### config.mk
export PLATFORM = sky130hd
export DESIGN_NAME = smm_port
export DESIGN_NICKNAME = d
export VERILOG_FILES = /design/src/smm_pkg.sv /design/src/smm_port.sv /design/src/smm_sync.sv
export VERILOG_INCLUDE_DIRS = /design/src
export SDC_FILE = /design/constraint.sdc
export NUM_CORES = 1
export LEC_CHECK = 0
export CORE_MARGIN = 5
export CORE_UTILIZATION = 50
export CTS_CLUSTER_DIAMETER = 50
export DETAILED_ROUTE_END_ITERATION = 8
export DONT_BUFFER_PORTS = 1
export HOLD_SLACK_MARGIN = 0.03
export PLACE_DENSITY = 0.62
export SLEW_MARGIN = 20
export SYNTH_ARGS = -nofsm -noshare
export SYNTH_HDL_FRONTEND = slang
export SYNTH_SLANG_ARGS = --single-unit
### constraint.sdc
create_clock -name i_sys_clk -period 3 [get_ports i_sys_clk]
set_input_delay 0.6 -clock i_sys_clk [delete_from_list [all_inputs] [get_ports i_sys_clk]]
set_output_delay 0.6 -clock i_sys_clk [all_outputs]
set_load 0.02 [all_outputs]
### src/smm_consts.svh
// constants of the serial management bus monitor port
`ifndef SMM_CONSTS_SVH
`define SMM_CONSTS_SVH

// ****************************************
// bus address
// ****************************************
`define SMM_ADDR7        7'h2E
`define SMM_ADDR_WR      8'h5C

// ****************************************
// register offsets
// ****************************************
`define SMM_OFS_CORE_RD  8'h21
`define SMM_OFS_SUP_RD   8'h22
`define SMM_OFS_STATUS   8'h41
`define SMM_OFS_CORE_LO  8'h46
`define SMM_OFS_CORE_HI  8'h47
`define SMM_OFS_EXT_ONE  8'h76
`define SMM_OFS_EXT_TWO  8'h77

// ****************************************
// reset values and field positions
// ****************************************
`define SMM_RST_READING  10'h000
`define SMM_RST_CORE_LO  8'h00
`define SMM_RST_CORE_HI  8'hFF
`define SMM_RST_PTR      8'h00
`define SMM_STS_LOW_BIT  0
`define SMM_STS_HIGH_BIT 1

// ****************************************
// timing
// ****************************************
`define SMM_CLK_MHZ      20
`define SMM_AVG_N        16
`define SMM_CONV_US      711
`define SMM_CONV_CYC     (`SMM_CONV_US * `SMM_CLK_MHZ)
`define SMM_TOUT_MS      25
`define SMM_TOUT_CYC     (`SMM_TOUT_MS * 1000 * `SMM_CLK_MHZ)

`endif

### src/smm_pkg.sv
// types of the serial management bus monitor port
package smm_pkg;

   // ****************************************
   // slave port states, gray along the usual path
   // ****************************************
   typedef enum logic [2:0] {
      ST_IDLE  = 3'h0,
      ST_ADDR  = 3'h1,
      ST_ACK_A = 3'h3,
      ST_WR    = 3'h2,
      ST_ACK_W = 3'h6,
      ST_RD    = 3'h7,
      ST_ACK_R = 3'h5,
      ST_IGN   = 3'h4
   } smm_state_e;

endpackage

### src/smm_port.sv
// serial management bus slave port with voltage reading and limit registers
//
// Functional notes
// - answer only to fixed seven-bit address 0x2E.
// - address byte is address then direction bit; 0x5C writes.
// - each byte is eight bits msb first plus one acknowledge clock.
// - data changes only while clock low; rise during clock high is stop.
// - writes carry one or two bytes; reads return exactly one byte.
// - first written byte always loads the address pointer.
// - read without pointer write returns register at retained pointer.
// - send byte, write byte, receive byte and read byte supported.
// - repeated start begins a new transfer without going idle.
// - send byte acks address and command, command becomes pointer.
// - repeated start after send byte gives one-byte read at new pointer.
// - write byte acks each byte and writes data at the pointer only when it is the core low or high limit.
// - direction fixed by the address byte until next start.
// - core and supply readings reset to zero, show latest average.
// - core reading outside a limit sets status bit and alert.
// - core low limit resets 0x00, high limit resets 0xFF.
// - each reading averages 16 conversions, about 11.38 ms.
// - extended register read freezes voltage readings until they are read.
// - clock held low past timeout releases the bus; can be disabled.
`timescale 1ns/1ps
`include "smm_consts.svh"

module smm_port #(
   parameter int CONV_CYCLES = `SMM_CONV_CYC,
   parameter int TOUT_CYCLES = `SMM_TOUT_CYC
) (
   input  wire logic       i_sys_clk,
   input  wire logic       i_rst,
   input  wire logic       i_scl,
   input  wire logic       i_sda,
   input  wire logic       i_timeout_en,
   input  wire logic [9:0] i_core_code,
   input  wire logic [9:0] i_supply_code,
   output logic            o_sda_out,
   output logic            o_sda_oe,
   output logic            o_out_of_limit_alert_n
);

   // ****************************************
   // declarations
   // ****************************************
   smm_pkg::smm_state_e state_reg;
   logic        scl_s;
   logic        sda_s;
   logic        scl_d_reg;
   logic        sda_d_reg;
   logic        scl_rise;
   logic        scl_fall;
   logic        start_det;
   logic        stop_det;
   logic [2:0]  bit_cnt_reg;
   logic [7:0]  shift_reg;
   logic [7:0]  rx_byte;
   logic        byte_done;
   logic        addr_hit;
   logic        rw_reg;
   logic        ack_seen_reg;
   logic [1:0]  byte_idx_reg;
   logic [7:0]  ptr_reg;
   logic [7:0]  tx_reg;
   logic [7:0]  rd_val;
   logic        rd_fire;
   logic        wr_fire;
   logic        sda_oe_reg;
   logic [19:0] low_cnt_reg;
   logic        tout_hit;
   logic [19:0] conv_cnt_reg;
   logic        conv_tick;
   logic [3:0]  smp_cnt_reg;
   logic [13:0] core_acc_reg;
   logic [13:0] sup_acc_reg;
   logic [13:0] core_acc_next;
   logic [13:0] sup_acc_next;
   logic        avg_done_reg;
   logic [9:0]  core_avg_reg;
   logic [9:0]  sup_avg_reg;
   logic [9:0]  core_rd_reg;
   logic [9:0]  sup_rd_reg;
   logic        core_lock_reg;
   logic        sup_lock_reg;
   logic [7:0]  core_lo_reg;
   logic [7:0]  core_hi_reg;
   logic [1:0]  status_reg;
   logic        alert_n_reg;

   // ****************************************
   // pin synchronisers and bus events
   // ****************************************
   smm_sync u_scl_sync (
      .i_sys_clk (i_sys_clk),
      .i_rst     (i_rst),
      .i_async   (i_scl),
      .o_sync    (scl_s)
   );

   smm_sync u_sda_sync (
      .i_sys_clk (i_sys_clk),
      .i_rst     (i_rst),
      .i_async   (i_sda),
      .o_sync    (sda_s)
   );

   always_ff @(posedge i_sys_clk) begin
      if (i_rst) begin
         scl_d_reg <= 1'b1;
         sda_d_reg <= 1'b1;
      end else begin
         scl_d_reg <= scl_s;
         sda_d_reg <= sda_s;
      end
   end

   assign scl_rise  = scl_s & ~scl_d_reg;
   assign scl_fall  = ~scl_s & scl_d_reg;
   assign start_det = scl_s & scl_d_reg & sda_d_reg & ~sda_s;
   assign stop_det  = scl_s & scl_d_reg & ~sda_d_reg & sda_s;
   assign rx_byte   = {shift_reg[6:0], sda_s};
   assign byte_done = scl_rise && (bit_cnt_reg == 3'h7);
   assign addr_hit  = (rx_byte[7:1] == `SMM_ADDR7);
   assign rd_fire   = (state_reg == smm_pkg::ST_ACK_A) && scl_fall && ack_seen_reg && rw_reg;
   assign wr_fire   = (state_reg == smm_pkg::ST_WR) && byte_done && (byte_idx_reg == 2'h1);

   // ****************************************
   // register read decode
   // ****************************************
   function automatic logic [7:0] rd_mux(input logic [7:0] ofs);
      logic [7:0] val;
      val = 8'h00;
      if (ofs == `SMM_OFS_CORE_RD) begin
         val = core_rd_reg[9:2];
      end else if (ofs == `SMM_OFS_SUP_RD) begin
         val = sup_rd_reg[9:2];
      end else if (ofs == `SMM_OFS_STATUS) begin
         val = {6'h00, status_reg};
      end else if (ofs == `SMM_OFS_CORE_LO) begin
         val = core_lo_reg;
      end else if (ofs == `SMM_OFS_CORE_HI) begin
         val = core_hi_reg;
      end else if (ofs == `SMM_OFS_EXT_ONE) begin
         val = {4'h0, sup_rd_reg[1:0], core_rd_reg[1:0]};
      end
      return val;
   endfunction

   assign rd_val = rd_mux(ptr_reg);

   // ****************************************
   // clock low timeout
   // ****************************************
   always_ff @(posedge i_sys_clk) begin
      if (i_rst || scl_s) begin
         low_cnt_reg <= 20'h00000;
      end else if (low_cnt_reg != 20'hFFFFF) begin
         low_cnt_reg <= low_cnt_reg + 20'h00001;
      end
   end

   assign tout_hit = i_timeout_en && (low_cnt_reg >= 20'(TOUT_CYCLES - 1));

   // ****************************************
   // transfer state machine
   // ****************************************
   always_ff @(posedge i_sys_clk) begin
      if (i_rst || tout_hit) begin
         state_reg <= smm_pkg::ST_IDLE;
      end else if (start_det) begin
         state_reg <= smm_pkg::ST_ADDR;
      end else if (stop_det) begin
         state_reg <= smm_pkg::ST_IDLE;
      end else begin
         case (state_reg)
            smm_pkg::ST_ADDR: begin
               if (byte_done) begin
                  state_reg <= addr_hit ? smm_pkg::ST_ACK_A : smm_pkg::ST_IGN;
               end
            end
            smm_pkg::ST_ACK_A: begin
               if (scl_fall && ack_seen_reg) begin
                  state_reg <= rw_reg ? smm_pkg::ST_RD : smm_pkg::ST_WR;
               end
            end
            smm_pkg::ST_WR: begin
               if (byte_done) begin
                  state_reg <= (byte_idx_reg < 2'h2) ? smm_pkg::ST_ACK_W : smm_pkg::ST_IGN;
               end
            end
            smm_pkg::ST_ACK_W: begin
               if (scl_fall && ack_seen_reg) begin
                  state_reg <= smm_pkg::ST_WR;
               end
            end
            smm_pkg::ST_RD: begin
               if (byte_done) begin
                  state_reg <= smm_pkg::ST_ACK_R;
               end
            end
            smm_pkg::ST_ACK_R: begin
               if (scl_rise) begin
                  state_reg <= smm_pkg::ST_IGN;
               end
            end
            default: begin
               state_reg <= state_reg;
            end
         endcase
      end
   end

   // ****************************************
   // bit counter, shifter, acknowledge phase
   // ****************************************
   always_ff @(posedge i_sys_clk) begin
      if (i_rst || start_det) begin
         bit_cnt_reg <= 3'h0;
         shift_reg   <= 8'h00;
      end else if (scl_rise && ((state_reg == smm_pkg::ST_ADDR) ||
                                (state_reg == smm_pkg::ST_WR) ||
                                (state_reg == smm_pkg::ST_RD))) begin
         bit_cnt_reg <= bit_cnt_reg + 3'h1;
         shift_reg   <= rx_byte;
      end
   end

   always_ff @(posedge i_sys_clk) begin
      if (i_rst) begin
         ack_seen_reg <= 1'b0;
      end else if ((state_reg == smm_pkg::ST_ACK_A) || (state_reg == smm_pkg::ST_ACK_W)) begin
         ack_seen_reg <= ack_seen_reg | scl_rise;
      end else begin
         ack_seen_reg <= 1'b0;
      end
   end

   always_ff @(posedge i_sys_clk) begin
      if (i_rst) begin
         rw_reg <= 1'b0;
      end else if ((state_reg == smm_pkg::ST_ADDR) && byte_done && !start_det) begin
         rw_reg <= rx_byte[0];
      end
   end

   // ****************************************
   // pointer and write bytes
   // ****************************************
   always_ff @(posedge i_sys_clk) begin
      if (i_rst || start_det) begin
         byte_idx_reg <= 2'h0;
      end else if ((state_reg == smm_pkg::ST_WR) && byte_done && (byte_idx_reg != 2'h3)) begin
         byte_idx_reg <= byte_idx_reg + 2'h1;
      end
   end

   always_ff @(posedge i_sys_clk) begin
      if (i_rst) begin
         ptr_reg <= `SMM_RST_PTR;
      end else if ((state_reg == smm_pkg::ST_WR) && byte_done && (byte_idx_reg == 2'h0)) begin
         ptr_reg <= rx_byte;
      end
   end

   always_ff @(posedge i_sys_clk) begin
      if (i_rst) begin
         core_lo_reg <= `SMM_RST_CORE_LO;
         core_hi_reg <= `SMM_RST_CORE_HI;
      end else if (wr_fire && (ptr_reg == `SMM_OFS_CORE_LO)) begin
         core_lo_reg <= rx_byte;
      end else if (wr_fire && (ptr_reg == `SMM_OFS_CORE_HI)) begin
         core_hi_reg <= rx_byte;
      end
   end

   // ****************************************
   // transmit byte and data line drive
   // ****************************************
   always_ff @(posedge i_sys_clk) begin
      if (i_rst) begin
         tx_reg <= 8'h00;
      end else if (rd_fire) begin
         tx_reg <= rd_val;
      end else if (scl_fall && (state_reg == smm_pkg::ST_RD)) begin
         tx_reg <= {tx_reg[6:0], 1'b0};
      end
   end

   always_ff @(posedge i_sys_clk) begin
      if (i_rst || tout_hit || start_det || stop_det) begin
         sda_oe_reg <= 1'b0;
      end else if (scl_fall) begin
         case (state_reg)
            smm_pkg::ST_ACK_A: begin
               sda_oe_reg <= ack_seen_reg ? (rw_reg && !rd_val[7]) : 1'b1;
            end
            smm_pkg::ST_ACK_W: begin
               sda_oe_reg <= !ack_seen_reg;
            end
            smm_pkg::ST_RD: begin
               sda_oe_reg <= !tx_reg[6];
            end
            default: begin
               sda_oe_reg <= 1'b0;
            end
         endcase
      end
   end

   assign o_sda_out = 1'b0;
   assign o_sda_oe  = sda_oe_reg;

   // ****************************************
   // conversion cadence and averaging
   // ****************************************
   always_ff @(posedge i_sys_clk) begin
      if (i_rst || conv_tick) begin
         conv_cnt_reg <= 20'h00000;
      end else begin
         conv_cnt_reg <= conv_cnt_reg + 20'h00001;
      end
   end

   assign conv_tick     = (conv_cnt_reg == 20'(CONV_CYCLES - 1));
   assign core_acc_next = core_acc_reg + {4'h0, i_core_code};
   assign sup_acc_next  = sup_acc_reg + {4'h0, i_supply_code};

   always_ff @(posedge i_sys_clk) begin
      if (i_rst) begin
         smp_cnt_reg  <= 4'h0;
         core_acc_reg <= 14'h0000;
         sup_acc_reg  <= 14'h0000;
         avg_done_reg <= 1'b0;
         core_avg_reg <= `SMM_RST_READING;
         sup_avg_reg  <= `SMM_RST_READING;
      end else begin
         avg_done_reg <= 1'b0;
         if (conv_tick) begin
            smp_cnt_reg <= smp_cnt_reg + 4'h1;
            if (smp_cnt_reg == 4'(`SMM_AVG_N - 1)) begin
               core_acc_reg <= 14'h0000;
               sup_acc_reg  <= 14'h0000;
               avg_done_reg <= 1'b1;
               core_avg_reg <= core_acc_next[13:4];
               sup_avg_reg  <= sup_acc_next[13:4];
            end else begin
               core_acc_reg <= core_acc_next;
               sup_acc_reg  <= sup_acc_next;
            end
         end
      end
   end

   // ****************************************
   // readings with extended resolution lock
   // ****************************************
   always_ff @(posedge i_sys_clk) begin
      if (i_rst) begin
         core_lock_reg <= 1'b0;
         sup_lock_reg  <= 1'b0;
      end else if (rd_fire && ((ptr_reg == `SMM_OFS_EXT_ONE) || (ptr_reg == `SMM_OFS_EXT_TWO))) begin
         core_lock_reg <= 1'b1;
         sup_lock_reg  <= 1'b1;
      end else if (rd_fire && (ptr_reg == `SMM_OFS_CORE_RD)) begin
         core_lock_reg <= 1'b0;
      end else if (rd_fire && (ptr_reg == `SMM_OFS_SUP_RD)) begin
         sup_lock_reg <= 1'b0;
      end
   end

   always_ff @(posedge i_sys_clk) begin
      if (i_rst) begin
         core_rd_reg <= `SMM_RST_READING;
         sup_rd_reg  <= `SMM_RST_READING;
      end else if (avg_done_reg) begin
         if (!core_lock_reg) begin
            core_rd_reg <= core_avg_reg;
         end
         if (!sup_lock_reg) begin
            sup_rd_reg <= sup_avg_reg;
         end
      end
   end

   // ****************************************
   // limit status, cleared by reading, set wins
   // ****************************************
   always_ff @(posedge i_sys_clk) begin
      if (i_rst) begin
         status_reg <= 2'h0;
      end else begin
         status_reg[`SMM_STS_LOW_BIT] <=
            (status_reg[`SMM_STS_LOW_BIT] && !(rd_fire && (ptr_reg == `SMM_OFS_STATUS))) ||
            (avg_done_reg && (core_avg_reg[9:2] < core_lo_reg));
         status_reg[`SMM_STS_HIGH_BIT] <=
            (status_reg[`SMM_STS_HIGH_BIT] && !(rd_fire && (ptr_reg == `SMM_OFS_STATUS))) ||
            (avg_done_reg && (core_avg_reg[9:2] > core_hi_reg));
      end
   end

   always_ff @(posedge i_sys_clk) begin
      if (i_rst) begin
         alert_n_reg <= 1'b1;
      end else begin
         alert_n_reg <= !(|status_reg);
      end
   end

   assign o_out_of_limit_alert_n = alert_n_reg;
endmodule

### src/smm_sync.sv
// two flip-flop synchroniser for a pin input
`timescale 1ns/1ps

module smm_sync (
   input  wire logic i_sys_clk,
   input  wire logic i_rst,
   input  wire logic i_async,
   output logic      o_sync
);

   logic meta_reg;
   logic sync_reg;

   // ****************************************
   // both stages idle high like the bus
   // ****************************************
   always_ff @(posedge i_sys_clk) begin
      if (i_rst) begin
         meta_reg <= 1'b1;
         sync_reg <= 1'b1;
      end else begin
         meta_reg <= i_async;
         sync_reg <= meta_reg;
      end
   end

   assign o_sync = sync_reg;

endmodule

======== After elaboration in Yosys (flattened, before gate mapping) ========
Cells that the tools add are included.
Widths: inputs -> output; s select.
storage, ports and cells
  register bits ........................... 173
  bits of input ports ..................... 25
  output and inout port bits .............. 3
  word-level logic and storage cells ...... 183
cells by class
  $add $sub $neg .......................... 7
  $lt $le $gt $ge ......................... 4
  equality and inequality tests ........... 33
  mux-type cells .......................... 30
  bitwise operators ....................... 17
  reductions and logical operators ........ 60
operator list
  cell                   count
  $add 20x1->20 const B  2
  $eq 8x7->1 const B     5
  $mux 8                 5
  $add 14x10->14         2
  $mux 14                2
  $logic_and 1x1->1      25
  $mux 3                 8
  $eq 20x14->1 const B   1
  $ge 20x19->1 const B   1
  $ne 20x20->1 const B   1
  $ne 4x4->1 const B     5
  $pmux 3 s6             1
  $eq 8x6->1 const B     2
  $mux 7                 2
  $ne 2x2->1 const B     7
  $reduce_and 7->1       2
  $eq 3x3->1 const B     4
  $logic_or 1x1->1       12
  $reduce_and 2->1       5
  $mux 1                 9
  $not 1->1              9
  $gt 8x8->1             1
  $lt 8x8->1             1
  $reduce_bool 8->1      1
  22 further kinds       38

======== Depth between registers and ports, before layout ========
Gate-level depths: netlist (run 1).
  depth in word-level cells ............... 11
  gate-level depth with buffers ........... 10
  gate-level depth less buffers ........... 9

======== Modules after synthesis ========
A second synthesis (run 1) with hierarchy kept.
second synthesis, totals
  cell total of the unflattened synthesis .. 1,013
  area, all modules ....................... 8,644.5 µm²
by module, submodules not included
  module    times used  cells each  area each (µm²)  sequential area each (µm²)
  smm_port  1           1,005       8,539.4          3,383.2
  smm_sync  2           4           52.6             40.0

======== Worst setup path after synthesis (run 1) ========
Ideal clock, no wire load.
  path kind ............................... input to register
  from .................................... input port i_supply_code[0]
  to ...................................... register sup_avg_reg[6]
  library setup time ...................... 0.122 ns
  arrival time ............................ 2.314 ns
  data required time ...................... 2.878 ns
  slack ................................... 0.564 ns
  stages on the path ...................... 9
  path buffers ............................ 0
  cell sequence ........................... ha_1 > inv_1 > fa_1 > nand2b_1 > a21oi_1 > o2111a_1 > nor2_1 > and4_1 > a311o_1
on the way
  cells in the longest elaborated chain, start to end .. 1
ends and longest elaborated chain
  element                 line             source
  start: declaration      smm_port.sv:36   input wire logic [9:0] i_supply_code,
  $add 14x10->14          smm_port.sv:325  assign sup_acc_next = sup_acc_reg + {4'h0, i_supply_code};
  end signal: assignment  smm_port.sv:334  sup_avg_reg <= `SMM_RST_READING;
  end signal: assignment  smm_port.sv:344  sup_avg_reg <= sup_acc_next[13:4];
  end: declaration        smm_port.sv:79   logic [9:0] sup_avg_reg;
No other way between the ends.
A chain may end at the register's enable or synchronous reset.

======== Worst setup path after layout (run 1) ========
  from .................................... register conv_cnt_reg[0]
  to ...................................... register sup_acc_reg[1]
on the way
  cells in the longest elaborated chain, start to end .. 1
ends and longest elaborated chain
  element                   line             source
  start: declaration        smm_port.sv:70   logic [19:0] conv_cnt_reg;
  start signal: assignment  smm_port.sv:319  conv_cnt_reg <= conv_cnt_reg + 20'h00001;
  $eq 20x14->1              smm_port.sv:323  assign conv_tick = (conv_cnt_reg == 20'(CONV_CYCLES - 1));
  end signal: assignment    smm_port.sv:347  sup_acc_reg <= sup_acc_next;
  end: declaration          smm_port.sv:74   logic [13:0] sup_acc_reg;
No other way between the ends.

==> results of run 1 <==
==> per-stage QoR <==
step / instances / hold slack [ns]
after floorplan: 1021 / 0.389
after global placement: 1218 / 0.391
after detailed placement: 1218 / 0.393
after CTS: 1250 / 0.226
after global routing: 1250 / 0.221
final: 1250 / 0.249
==> layer usage <==
| metal | track usage (%) | vias to the layer above | part of all wire (%) |
|---|---|---|---|
| li1 | - | 3615 | - |
| met1 | 28.9 | 3340 | 49 |
| met2 | 33.0 | 146 | 44 |
| met3 | 5.17 | 38 | 4.7 |
| met4 | 7.53 | 0 | 2.4 |
| met5 | 0 | - | 0 |
==> layout make-up <==
class                      count  area share, %
sequential                   173           36.2
inverter                      35           1.37
tap                          225           2.95
clock inverter                12           1.81
multi-input combinational    766           51.4
timing repair buffer          19           1.49
clock buffer                  20           4.78
==> power by group <==
group          internal [mW]  leakage (nW)  switching, mW
clock                   1.38         0.306          0.977
combinational         0.0365          1.96         0.0680
sequential              2.30          1.40        0.00898
==> cells in the final DEF, fill, tap and decap left out, types with 4 or more instances in the layout <==
cell       synthesis  final
or2_2              9      9
nor4b_1            4      4
ha_1              43     43
nand2_1          128    128
a211oi_1          11     11
buf_4              2     19
mux2i_1           38     38
and2_1             4      4
a21o_1             8      8
o31ai_1            4      4
xnor2_1           26     26
nor4_1             8      8
clkbuf_16          0     17
inv_1             34     34
or4_1              4      4
inv_6              0      4
nor2b_1            6      6
nor3_1            19     19
a21oi_1           71     71
o21ai_0           45     45
or3_1              4      4
and4_1             6      6
and3_1            12     12
o211ai_1          12     12
nand2b_1          12     12
xor2_1            28     28
nand3_1           36     36
a22o_1            13     13
nor2_1           108    108
a31oi_1           10     10
a22oi_1            8      8
dfxtp_1          173    173
nand4_1           13     13
==> worst max-delay path by stage <==
stage | startpoint | to | slack (ns) | cells past startpoint
CTS | conv_cnt_reg[0] | sup_acc_reg[1] | 0.32 | 7
floorplan | i_supply_code[0] | sup_avg_reg[6] | 0.56 | 9
detailed placement | conv_cnt_reg[0] | sup_acc_reg[1] | 0.33 | 7
global route | conv_cnt_reg[0] | core_acc_reg[12] | 0.12 | 8
global placement | i_supply_code[0] | sup_avg_reg[6] | 0.40 | 9
finish | conv_cnt_reg[0] | sup_acc_reg[1] | 0.32 | 7
==> cell families (layout without fill, tap and decap cells) <==
| kind of cell | Yosys count | in the layout |
|---|---|---|
| compound gates | 227 | 227 |
| xor+xnor | 54 | 54 |
| fa+ha+maj | 46 | 46 |
| buf+inv | 82 | 86 |
| flops | 173 | 173 |
| mux | 38 | 38 |
| other cells | 1 | 1 |
| simple gates | 400 | 400 |
==> worst register-to-register path: stages, from the launching register on <==
cell,delay [ns]
dfxtp_1,0.39
ha_1,0.27
nand4bb_1,0.13
or4_1,0.67
nor3_2,0.37
or2_2,0.41
buf_4,0.24
o22ai_1,0.08
==> results by group, run 1 <==
Outcome
  • Status: complete, no violations

Placement
  • Gpl congestion: 0.853
  • DP HPWL: 15.0 mm
  • Port buffer count: 0
  • Pre-CTS setup slack: 0.329 ns
  • Dpl cell area: 8930 sq um

Power and ir drop
  • Max IR drop VDD: 0.416 mV
  • Final Total Pwr: 4.78 mW
  • Static Leak: 3.67 nW
  • Power per Cell Area: 500 nW/um^2

Yosys
  • Async S/R FF share, synth: 0%
  • Number of synthesized register bits: 173
  • Yosys Warn Count: 0
  • Area fraction of the dominant cell type after synthesis: 39.7%
  • Count leader, synth: dfxtp_1
  • Synth unique cells: 77
  • Top FF cell, synth: dfxtp_1
  • Syn Area/Cell: 8.55 sq um
  • Sequential area share after synthesis: 39.7%
  • Dominant cell type by area after synthesis: dfxtp_1
  • Adder-cell area share of the yosys netlist: 6.73%
  • Mapped Cells: 1021
  • Commonest cells in the netlist: dfxtp_1 (173), nand2_1 (128), nor2_1 (108), a21oi_1 (71), o21ai_0 (45)
  • Dominant cells by area after synthesis: dfxtp_1 (40%), ha_1 (6.2%), nand2_1 (5.5%)
  • Post-Synth XOR/XNOR Area: 5.42%
  • Compound-gate portion of the synthesized area: 16.9%
  • Post-synth EDFFs: 0
  • Post-synthesis mux area share: 4.36%
  • Cell area after synthesis: 8730 sq um
  • Synth Area in Simple Gates: 22.8%
  • Largest family of logic cells by synthesized area: simple AND/OR/NAND/NOR gates
  • Synthesized Nets: 1091

Setup path
  • CP bufs+invs: 1
  • Worst reg-to-reg path cell count: 7
  • Reg2Reg Capture Point: sup_acc_reg[1]
  • Worst setup SP type: register
  • Delay of the slowest critical-path stage: 0.67 ns
  • Worst r2r src: conv_cnt_reg[0]
  • CP max FO: 15
  • Critical-path top delay cell: or4_1
  • R2r setup slk: 0.32 ns
  • Largest delay share family, worst path: simple AND/OR/NAND/NOR gates
  • CP arrival: 2.99 ns
  • Worst path required time: 3.31 ns
  • Element type at the critical path end: register
  • Worst setup path class: reg -> reg
  • Critical-path cell list: ha_1, nand4bb_1, or4_1, nor3_2, or2_2, buf_4, o22ai_1

Detailed routing
  • DR iter-0 viols: 488
  • Antenna Nets Post-Route: 0
  • DR WL/cell: 16.6 microns
  • TritonRoute pass-1 iters: 5
  • Drt drc: 0
  • DR vias: 7139
  • Drt via density: 5.71
  • Total Wirelength: 20.8 mm

Timing
  • Setup violators final: 0
  • Final WS setup: 0.317 ns
  • Minimum clock period: 2.68 ns
  • Fin. max-slew vios: 0
  • Slew headroom: 53.9%
  • Measured slew at the worst slew-check pin: 0.682 ns
  • Clk_skew: 0.0102 ns
  • Hold Violations, Final: 0
  • Maximum clock rate: 373 MHz
  • Fin Setup TNS: 0 ns
  • Unrepaired setup endpoints after global routing: false
  • Tcrit/Tclk final: 89.4%

GRT
  • Largest net degree at the start of global routing: 79
  • Initial antenna violation count: 0
  • First-pass GRT wire length: 34.9 mm
  • Congestion Overflow GR: 0
  • Vias in the first global route: 6923
  • Total track usage: 21.2%

Die
  • Die Ht: 142 microns
  • Total core area: 17200 sq um
  • Die W: 142 microns
  • I/O pin cnt: 28
  • # rows: 48
  • Initial core utilization: 50.7%
  • Die footprint: 20200 sq um

Clocking
  • Root buffer selected by CTS: clkbuf_16
  • TritonCTS clock tree: done
  • Worst skew pair latency: 0.43 ns
  • CTS Buf Count: 17
  • CTS sink cnt: 173
  • Htree depth: 4
  • Clock transition at path regs: 0.07 ns
  • Hold buffer count at CTS: 0
  • Setup Fix Bufs, Post-CTS: 0
  • Post-CTS sizing: 0
  • Clock buffer depth: 2

Final layout
  • Share of post-route cells with drive strength above 1: 7.22%
  • Diode count: 0
  • Area of the multi-input gates: 4910 sq um
  • Register area: 3460 sq um
  • Area Growth Syn to Fin: 9.44%
  • Filler cell count: 1622
  • Utilization after layout: 55.5%
  • Post-layout nets: 1082
  • Post-route cell area: 9560 sq um

Min path
  • Hold Crit Start: i_rst
  • Hold Crit Class: in -> reg
  • Hold depth: 1
  • WHS Endpoint: core_avg_reg[8]

Job
  • Max-cap violations: 0
No activity file was read; power rests on OpenSTA's default activity.
==> inputs of run 2 (changes only) <==
Settings changed: CORE_UTILIZATION 50 to 64, PLACE_DENSITY 0.62 to 0.77.
==> results by group, run 2 (synthesized netlist as in run 1, its figures left out) <==
Detailed routing
  • Met3 Wirelength: 1.14 mm (was 971 microns)
  • Antenna Nets Post-Route: 0 (unchanged)
  • DR vias: 7268 (was 7139)
  • DR WL/cell: 16.5 microns (was 16.6 microns)
  • Metal2 WL: 8.58 mm (was 9.10 mm)
  • Drt drc: 0 (unchanged)
  • Total Wirelength: 19.7 mm (was 20.8 mm)
  • DR iter-0 viols: 571 (was 488)
  • Met1 Routed Length: 9.41 mm (was 10.2 mm)
  • TritonRoute pass-1 iters: 5 (unchanged)
  • Drt via density: 6.07 (was 5.71)
  • DR top layer: met4 (unchanged)

Timing
  • Hold Violations, Final: 0 (unchanged)
  • Maximum clock rate: 380 MHz (was 373 MHz)
  • Measured slew at the worst slew-check pin: 0.746 ns (was 0.682 ns)
  • Slew headroom: 49.5% (was 53.9%)
  • Unrepaired setup endpoints after global routing: false (unchanged)
  • Clk_skew: 0.00710 ns (was 0.0102 ns)
  • Minimum clock period: 2.63 ns (was 2.68 ns)
  • Fin. max-slew vios: 0 (unchanged)
  • Final hold slack: 0.269 ns (was 0.249 ns)
  • Fin Setup TNS: 0 ns (unchanged)
  • Setup violators final: 0 (unchanged)
  • Tcrit/Tclk final: 87.7% (was 89.4%)

Setup path
  • CP max FO: 28 (was 15)
  • Worst setup SP type: register (unchanged)
  • CP arrival: 2.98 ns (was 2.99 ns)
  • Worst setup path class: reg -> reg (unchanged)
  • Largest delay share family, worst path: simple AND/OR/NAND/NOR gates (unchanged)
  • Critical-path cell list: ha_1, nand4bb_1, or4_1, nor3_2, and2_1, buf_4, o21ai_0, a31oi_1 (was ha_1, nand4bb_1, or4_1, nor3_2, or2_2, buf_4, o22ai_1)
  • Critical-path top delay cell: or4_1 (unchanged)
  • R2r setup slk: 0.37 ns (was 0.32 ns)
  • Delay of the slowest critical-path stage: 0.67 ns (about the same)
  • Worst path required time: 3.35 ns (was 3.31 ns)
  • Element type at the critical path end: register (unchanged)
  • CP bufs+invs: 1 (unchanged)

Power and ir drop
  • Static Leak: 3.63 nW (was 3.67 nW)
  • Power per Cell Area: 495 nW/um^2 (was 500 nW/um^2)
  • Max IR drop VDD: 0.396 mV (was 0.416 mV)

GRT
  • Total track usage: 25.3% (was 21.2%)
  • First-pass GRT wire length: 33.6 mm (was 34.9 mm)
  • Congestion Overflow GR: 0 (unchanged)
  • Largest net degree at the start of global routing: 79 (unchanged)
  • Initial antenna violation count: 0 (unchanged)
  • Vias in the first global route: 6791 (was 6923)

Die
  • Die footprint: 16100 sq um (was 20200 sq um)
  • Die Ht: 127 microns (was 142 microns)
  • Initial core utilization: 65.7% (was 50.7%)
  • # rows: 42 (was 48)
  • Die W: 127 microns (was 142 microns)
  • I/O pin cnt: 28 (unchanged)
  • Total core area: 13300 sq um (was 17200 sq um)

Final layout
  • Filler cell count: 1053 (was 1622)
  • Post-layout nets: 1078 (was 1082)
  • Share of post-route cells with drive strength above 1: 6.86% (was 7.22%)
  • Area Growth Syn to Fin: 8.28% (was 9.44%)
  • Commonest cells after routing, fill and taps aside: dfxtp_1 (173), nand2_1 (128), nor2_1 (108) (unchanged)
  • Commonest non-fill, non-tap cell in the layout: dfxtp_1 (unchanged)
  • Diode count: 0 (unchanged)

Clocking
  • CTS sink cnt: 173 (unchanged)
  • CTS Buf Count: 17 (unchanged)
  • Htree depth: 4 (unchanged)
  • Clock transition at path regs: 0.07 ns (about the same)
  • TritonCTS clock tree: done (unchanged)
  • Post-CTS sizing: 0 (unchanged)
  • Worst skew pair latency: 0.43 ns (about the same)
  • Root buffer selected by CTS: clkbuf_16 (unchanged)
  • Hold buffer count at CTS: 0 (unchanged)
  • Clock buffer depth: 2 (unchanged)
  • Setup Fix Bufs, Post-CTS: 0 (unchanged)

Outcome
  • Status: complete, no violations (unchanged)

Min path
  • Hold Crit Class: in -> reg (unchanged)

Placement
  • Gpl congestion: 0.899 (was 0.853)
  • DP HPWL: 13.9 mm (was 15.0 mm)
  • Port buffer count: 0 (unchanged)

Job
  • Max-cap violations: 0 (unchanged)
==> run 2: changes by cell type in the layout (fill, tap and decap cells not counted), sizes merged <==
| cell | delta |
|---|---|
| buf | -4 |
| clkinvlp | +4 |
| inv | -3 |
| clkbuf | -1 |
==> run 2: cell type report <==
class,count,area (sq um),area share (%)
Clock inverter,13,164,1.73
Sequential cell,173,3460,36.6
Multi-Input combinational cell,766,4910,51.9
Timing Repair Buffer,15,125,1.32
Tap cell,176,220,2.33
Clock buffer,19,443,4.68
Inverter,35,131,1.39
==> run 2: per-stage QoR <==
stage	power, mW	setup slack [ns]	utilization [%]	instance area [sq um]	cells
2_1_floorplan	2.46	0.564	-	8730	1021
3_3_place_gp	2.47	0.423	66.6	8850	1165
3_5_place_dp	2.47	0.363	66.6	8850	1165
4_1_cts	4.71	0.372	71.1	9460	1197
5_1_grt	4.83	0.108	71.1	9460	1197
6_report	4.68	0.369	71.1	9460	1197
==> run 2: metal layers <==
layer  vias up  track usage (%)
li1       3618                -
met1      3403             34.8
met2       207             38.9
met3        40             6.18
met4         0             8.96
met5         -                0
==> run 2: final timing paths <==
path                             from                end  cells past startpoint
setup / recovery      conv_cnt_reg[0]    sup_acc_reg[11]                      8
hold / removal                  i_rst     core_lo_reg[5]                      1
setup reg to reg      conv_cnt_reg[0]    sup_acc_reg[11]                      8
hold reg to reg   u_sda_sync.meta_reg  u_sda_sync.o_sync                      1
==> run 2: report_power, final <==
| part | internal [mW] | switching (mW) | total [mW] |
|---|---|---|---|
| combinational | 0.0375 | 0.0689 | 0.106 |
| sequential | 2.30 | 0.00918 | 2.31 |
| clock | 1.34 | 0.927 | 2.26 |
==> inputs of run 3 (changes only) <==
Settings changed: CORE_UTILIZATION 64 to 60, PLACE_DENSITY 0.77 to 0.73.
==> results by group, run 3 (synthesized netlist as in run 1, its figures left out) <==
Detailed routing
  • Antenna Nets Post-Route: 0 (unchanged)
  • DR vias: 7301 (was 7268)
  • TritonRoute pass-1 iters: 5 (unchanged)
  • Drt drc: 0 (unchanged)
  • Total Wirelength: 20.6 mm (was 19.7 mm)
  • DR WL/cell: 17.1 microns (was 16.5 microns)
  • Drt via density: 6.07 (about the same)
  • DR iter-0 viols: 458 (was 571)

Setup path
  • Critical-path cell list: ha_1, nand4bb_1, or4_1, nor3_2, nand2_1, or3_1, o21ai_0 (was ha_1, nand4bb_1, or4_1, nor3_2, and2_1, buf_4, o21ai_0, a31oi_1)
  • Worst setup path class: reg -> reg (unchanged)
  • CP bufs+invs: 0 (was 1)
  • Worst path required time: 3.36 ns (was 3.35 ns)
  • Delay of the slowest critical-path stage: 0.65 ns (was 0.67 ns)
  • Worst reg-to-reg path cell count: 7 (was 8)
  • CP max FO: 8 (was 28)
  • Element type at the critical path end: register (unchanged)
  • CP arrival: 2.98 ns (about the same)
  • Worst path depth: 7 (was 8)
  • Critical-path top delay cell: or4_1 (unchanged)
  • Worst setup SP type: register (unchanged)
  • Largest delay share family, worst path: simple AND/OR/NAND/NOR gates (unchanged)

GRT
  • Largest net degree at the start of global routing: 79 (unchanged)
  • First-pass GRT wire length: 34.0 mm (was 33.6 mm)
  • Vias in the first global route: 6826 (was 6791)
  • Total track usage: 25.0% (was 25.3%)
  • Congestion Overflow GR: 0 (unchanged)
  • Initial antenna violation count: 0 (unchanged)

Power and ir drop
  • Max IR drop VDD: 0.430 mV (was 0.396 mV)
  • Final Total Pwr: 4.72 mW (was 4.68 mW)
  • Power per Cell Area: 498 nW/um^2 (was 495 nW/um^2)
  • Static Leak: 3.63 nW (about the same)

Die
  • # rows: 44 (was 42)
  • Die W: 131 microns (was 127 microns)
  • Total core area: 14400 sq um (was 13300 sq um)
  • I/O pin cnt: 28 (unchanged)
  • Die footprint: 17100 sq um (was 16100 sq um)
  • Initial core utilization: 60.5% (was 65.7%)
  • Die Ht: 131 microns (was 127 microns)

Job
  • Max-cap violations: 0 (unchanged)

Min path
  • Hold depth: 1 (unchanged)
  • Hold Crit Class: in -> reg (unchanged)

Timing
  • Final hold slack: 0.235 ns (was 0.269 ns)
  • Hold Violations, Final: 0 (unchanged)
  • Final WS setup: 0.379 ns (was 0.369 ns)
  • Minimum clock period: 2.62 ns (was 2.63 ns)
  • Unrepaired setup endpoints after global routing: false (unchanged)
  • Clk_skew: 0.0125 ns (was 0.00710 ns)
  • Tcrit/Tclk final: 87.4% (was 87.7%)
  • Setup violators final: 0 (unchanged)
  • Fin Setup TNS: 0 ns (unchanged)
  • Slew headroom: 51.6% (was 49.5%)
  • Maximum clock rate: 382 MHz (was 380 MHz)
  • Measured slew at the worst slew-check pin: 0.721 ns (was 0.746 ns)
  • Fin. max-slew vios: 0 (unchanged)

Final layout
  • Share of post-route cells with drive strength above 1: 6.67% (was 6.86%)
  • Filler cell count: 1243 (was 1053)
  • Post-layout nets: 1076 (was 1078)
  • Commonest non-fill, non-tap cell in the layout: dfxtp_1 (unchanged)
  • Post-route cell area: 9470 sq um (was 9460 sq um)
  • Diode count: 0 (unchanged)
  • Commonest cells after routing, fill and taps aside: dfxtp_1 (173), nand2_1 (128), nor2_1 (108) (unchanged)
  • Area Growth Syn to Fin: 8.44% (was 8.28%)

Placement
  • DP HPWL: 14.8 mm (was 13.9 mm)
  • Port buffer count: 0 (unchanged)
  • Gpl congestion: 0.897 (was 0.899)
  • Dpl cell area: 8860 sq um (was 8850 sq um)
  • Pre-CTS setup slack: 0.378 ns (was 0.363 ns)

Clocking
  • CTS sink cnt: 173 (unchanged)
  • Htree depth: 4 (unchanged)
  • Clock transition at path regs: 0.07 ns (about the same)
  • TritonCTS clock tree: done (unchanged)
  • Clock buffer depth: 2 (unchanged)
  • CTS Buf Count: 17 (unchanged)
  • Root buffer selected by CTS: clkbuf_16 (unchanged)
  • Hold buffer count at CTS: 0 (unchanged)
  • Setup Fix Bufs, Post-CTS: 0 (unchanged)
  • Post-CTS sizing: 0 (unchanged)
  • Worst skew pair latency: 0.44 ns (was 0.43 ns)

Outcome
  • Status: complete, no violations (unchanged)
[run 3: cell type report]
cell class,instances,area (sq um),share of cell area (%)
Sequential cell,173,3460,36.6
Tap cell,184,230,2.43
Clock buffer,18,429,4.53
Inverter,35,131,1.39
Clock inverter,14,184,1.94
Multi-Input combinational cell,766,4910,51.8
Timing Repair Buffer,13,123,1.29
[run 3: path summary, 6_finish.rpt]
| check | startpoint | to | slack [ns] |
|---|---|---|---|
| setup / recovery | conv_cnt_reg[0] | core_acc_reg[11] | 0.38 |
| hold / removal | i_rst | core_lo_reg[4] | 0.23 |
| setup reg to reg | conv_cnt_reg[0] | core_acc_reg[11] | 0.38 |
| hold reg to reg | u_sda_sync.meta_reg | u_sda_sync.o_sync | 0.42 |
[run 3: stage by stage]
step                      cells  util, %
final                      1203     65.7
after floorplan            1021        -
after CTS                  1203     65.7
after detailed placement   1171     61.4
after global placement     1171     61.4
after global routing       1203     65.7
[run 3: report_power, final]
part | total [mW] | leakage (nW) | switching (mW) | internal (mW)
combinational | 0.107 | 1.94 | 0.0691 | 0.0377
sequential | 2.31 | 1.40 | 0.00918 | 2.30
clock | 2.30 | 0.294 | 0.973 | 1.33
total | 4.72 | 3.63 | 1.05 | 3.67
[run 3: metal layers]
metal  vias to the layer above  wire length, microns  GRT usage, %
met2                       191                  9880          42.2
li1                       3619                     -             -
met5                         -                     0             0
met4                         0                   363          7.99
met3                        27                  1030          4.39
met1                      3464                  9310          32.5
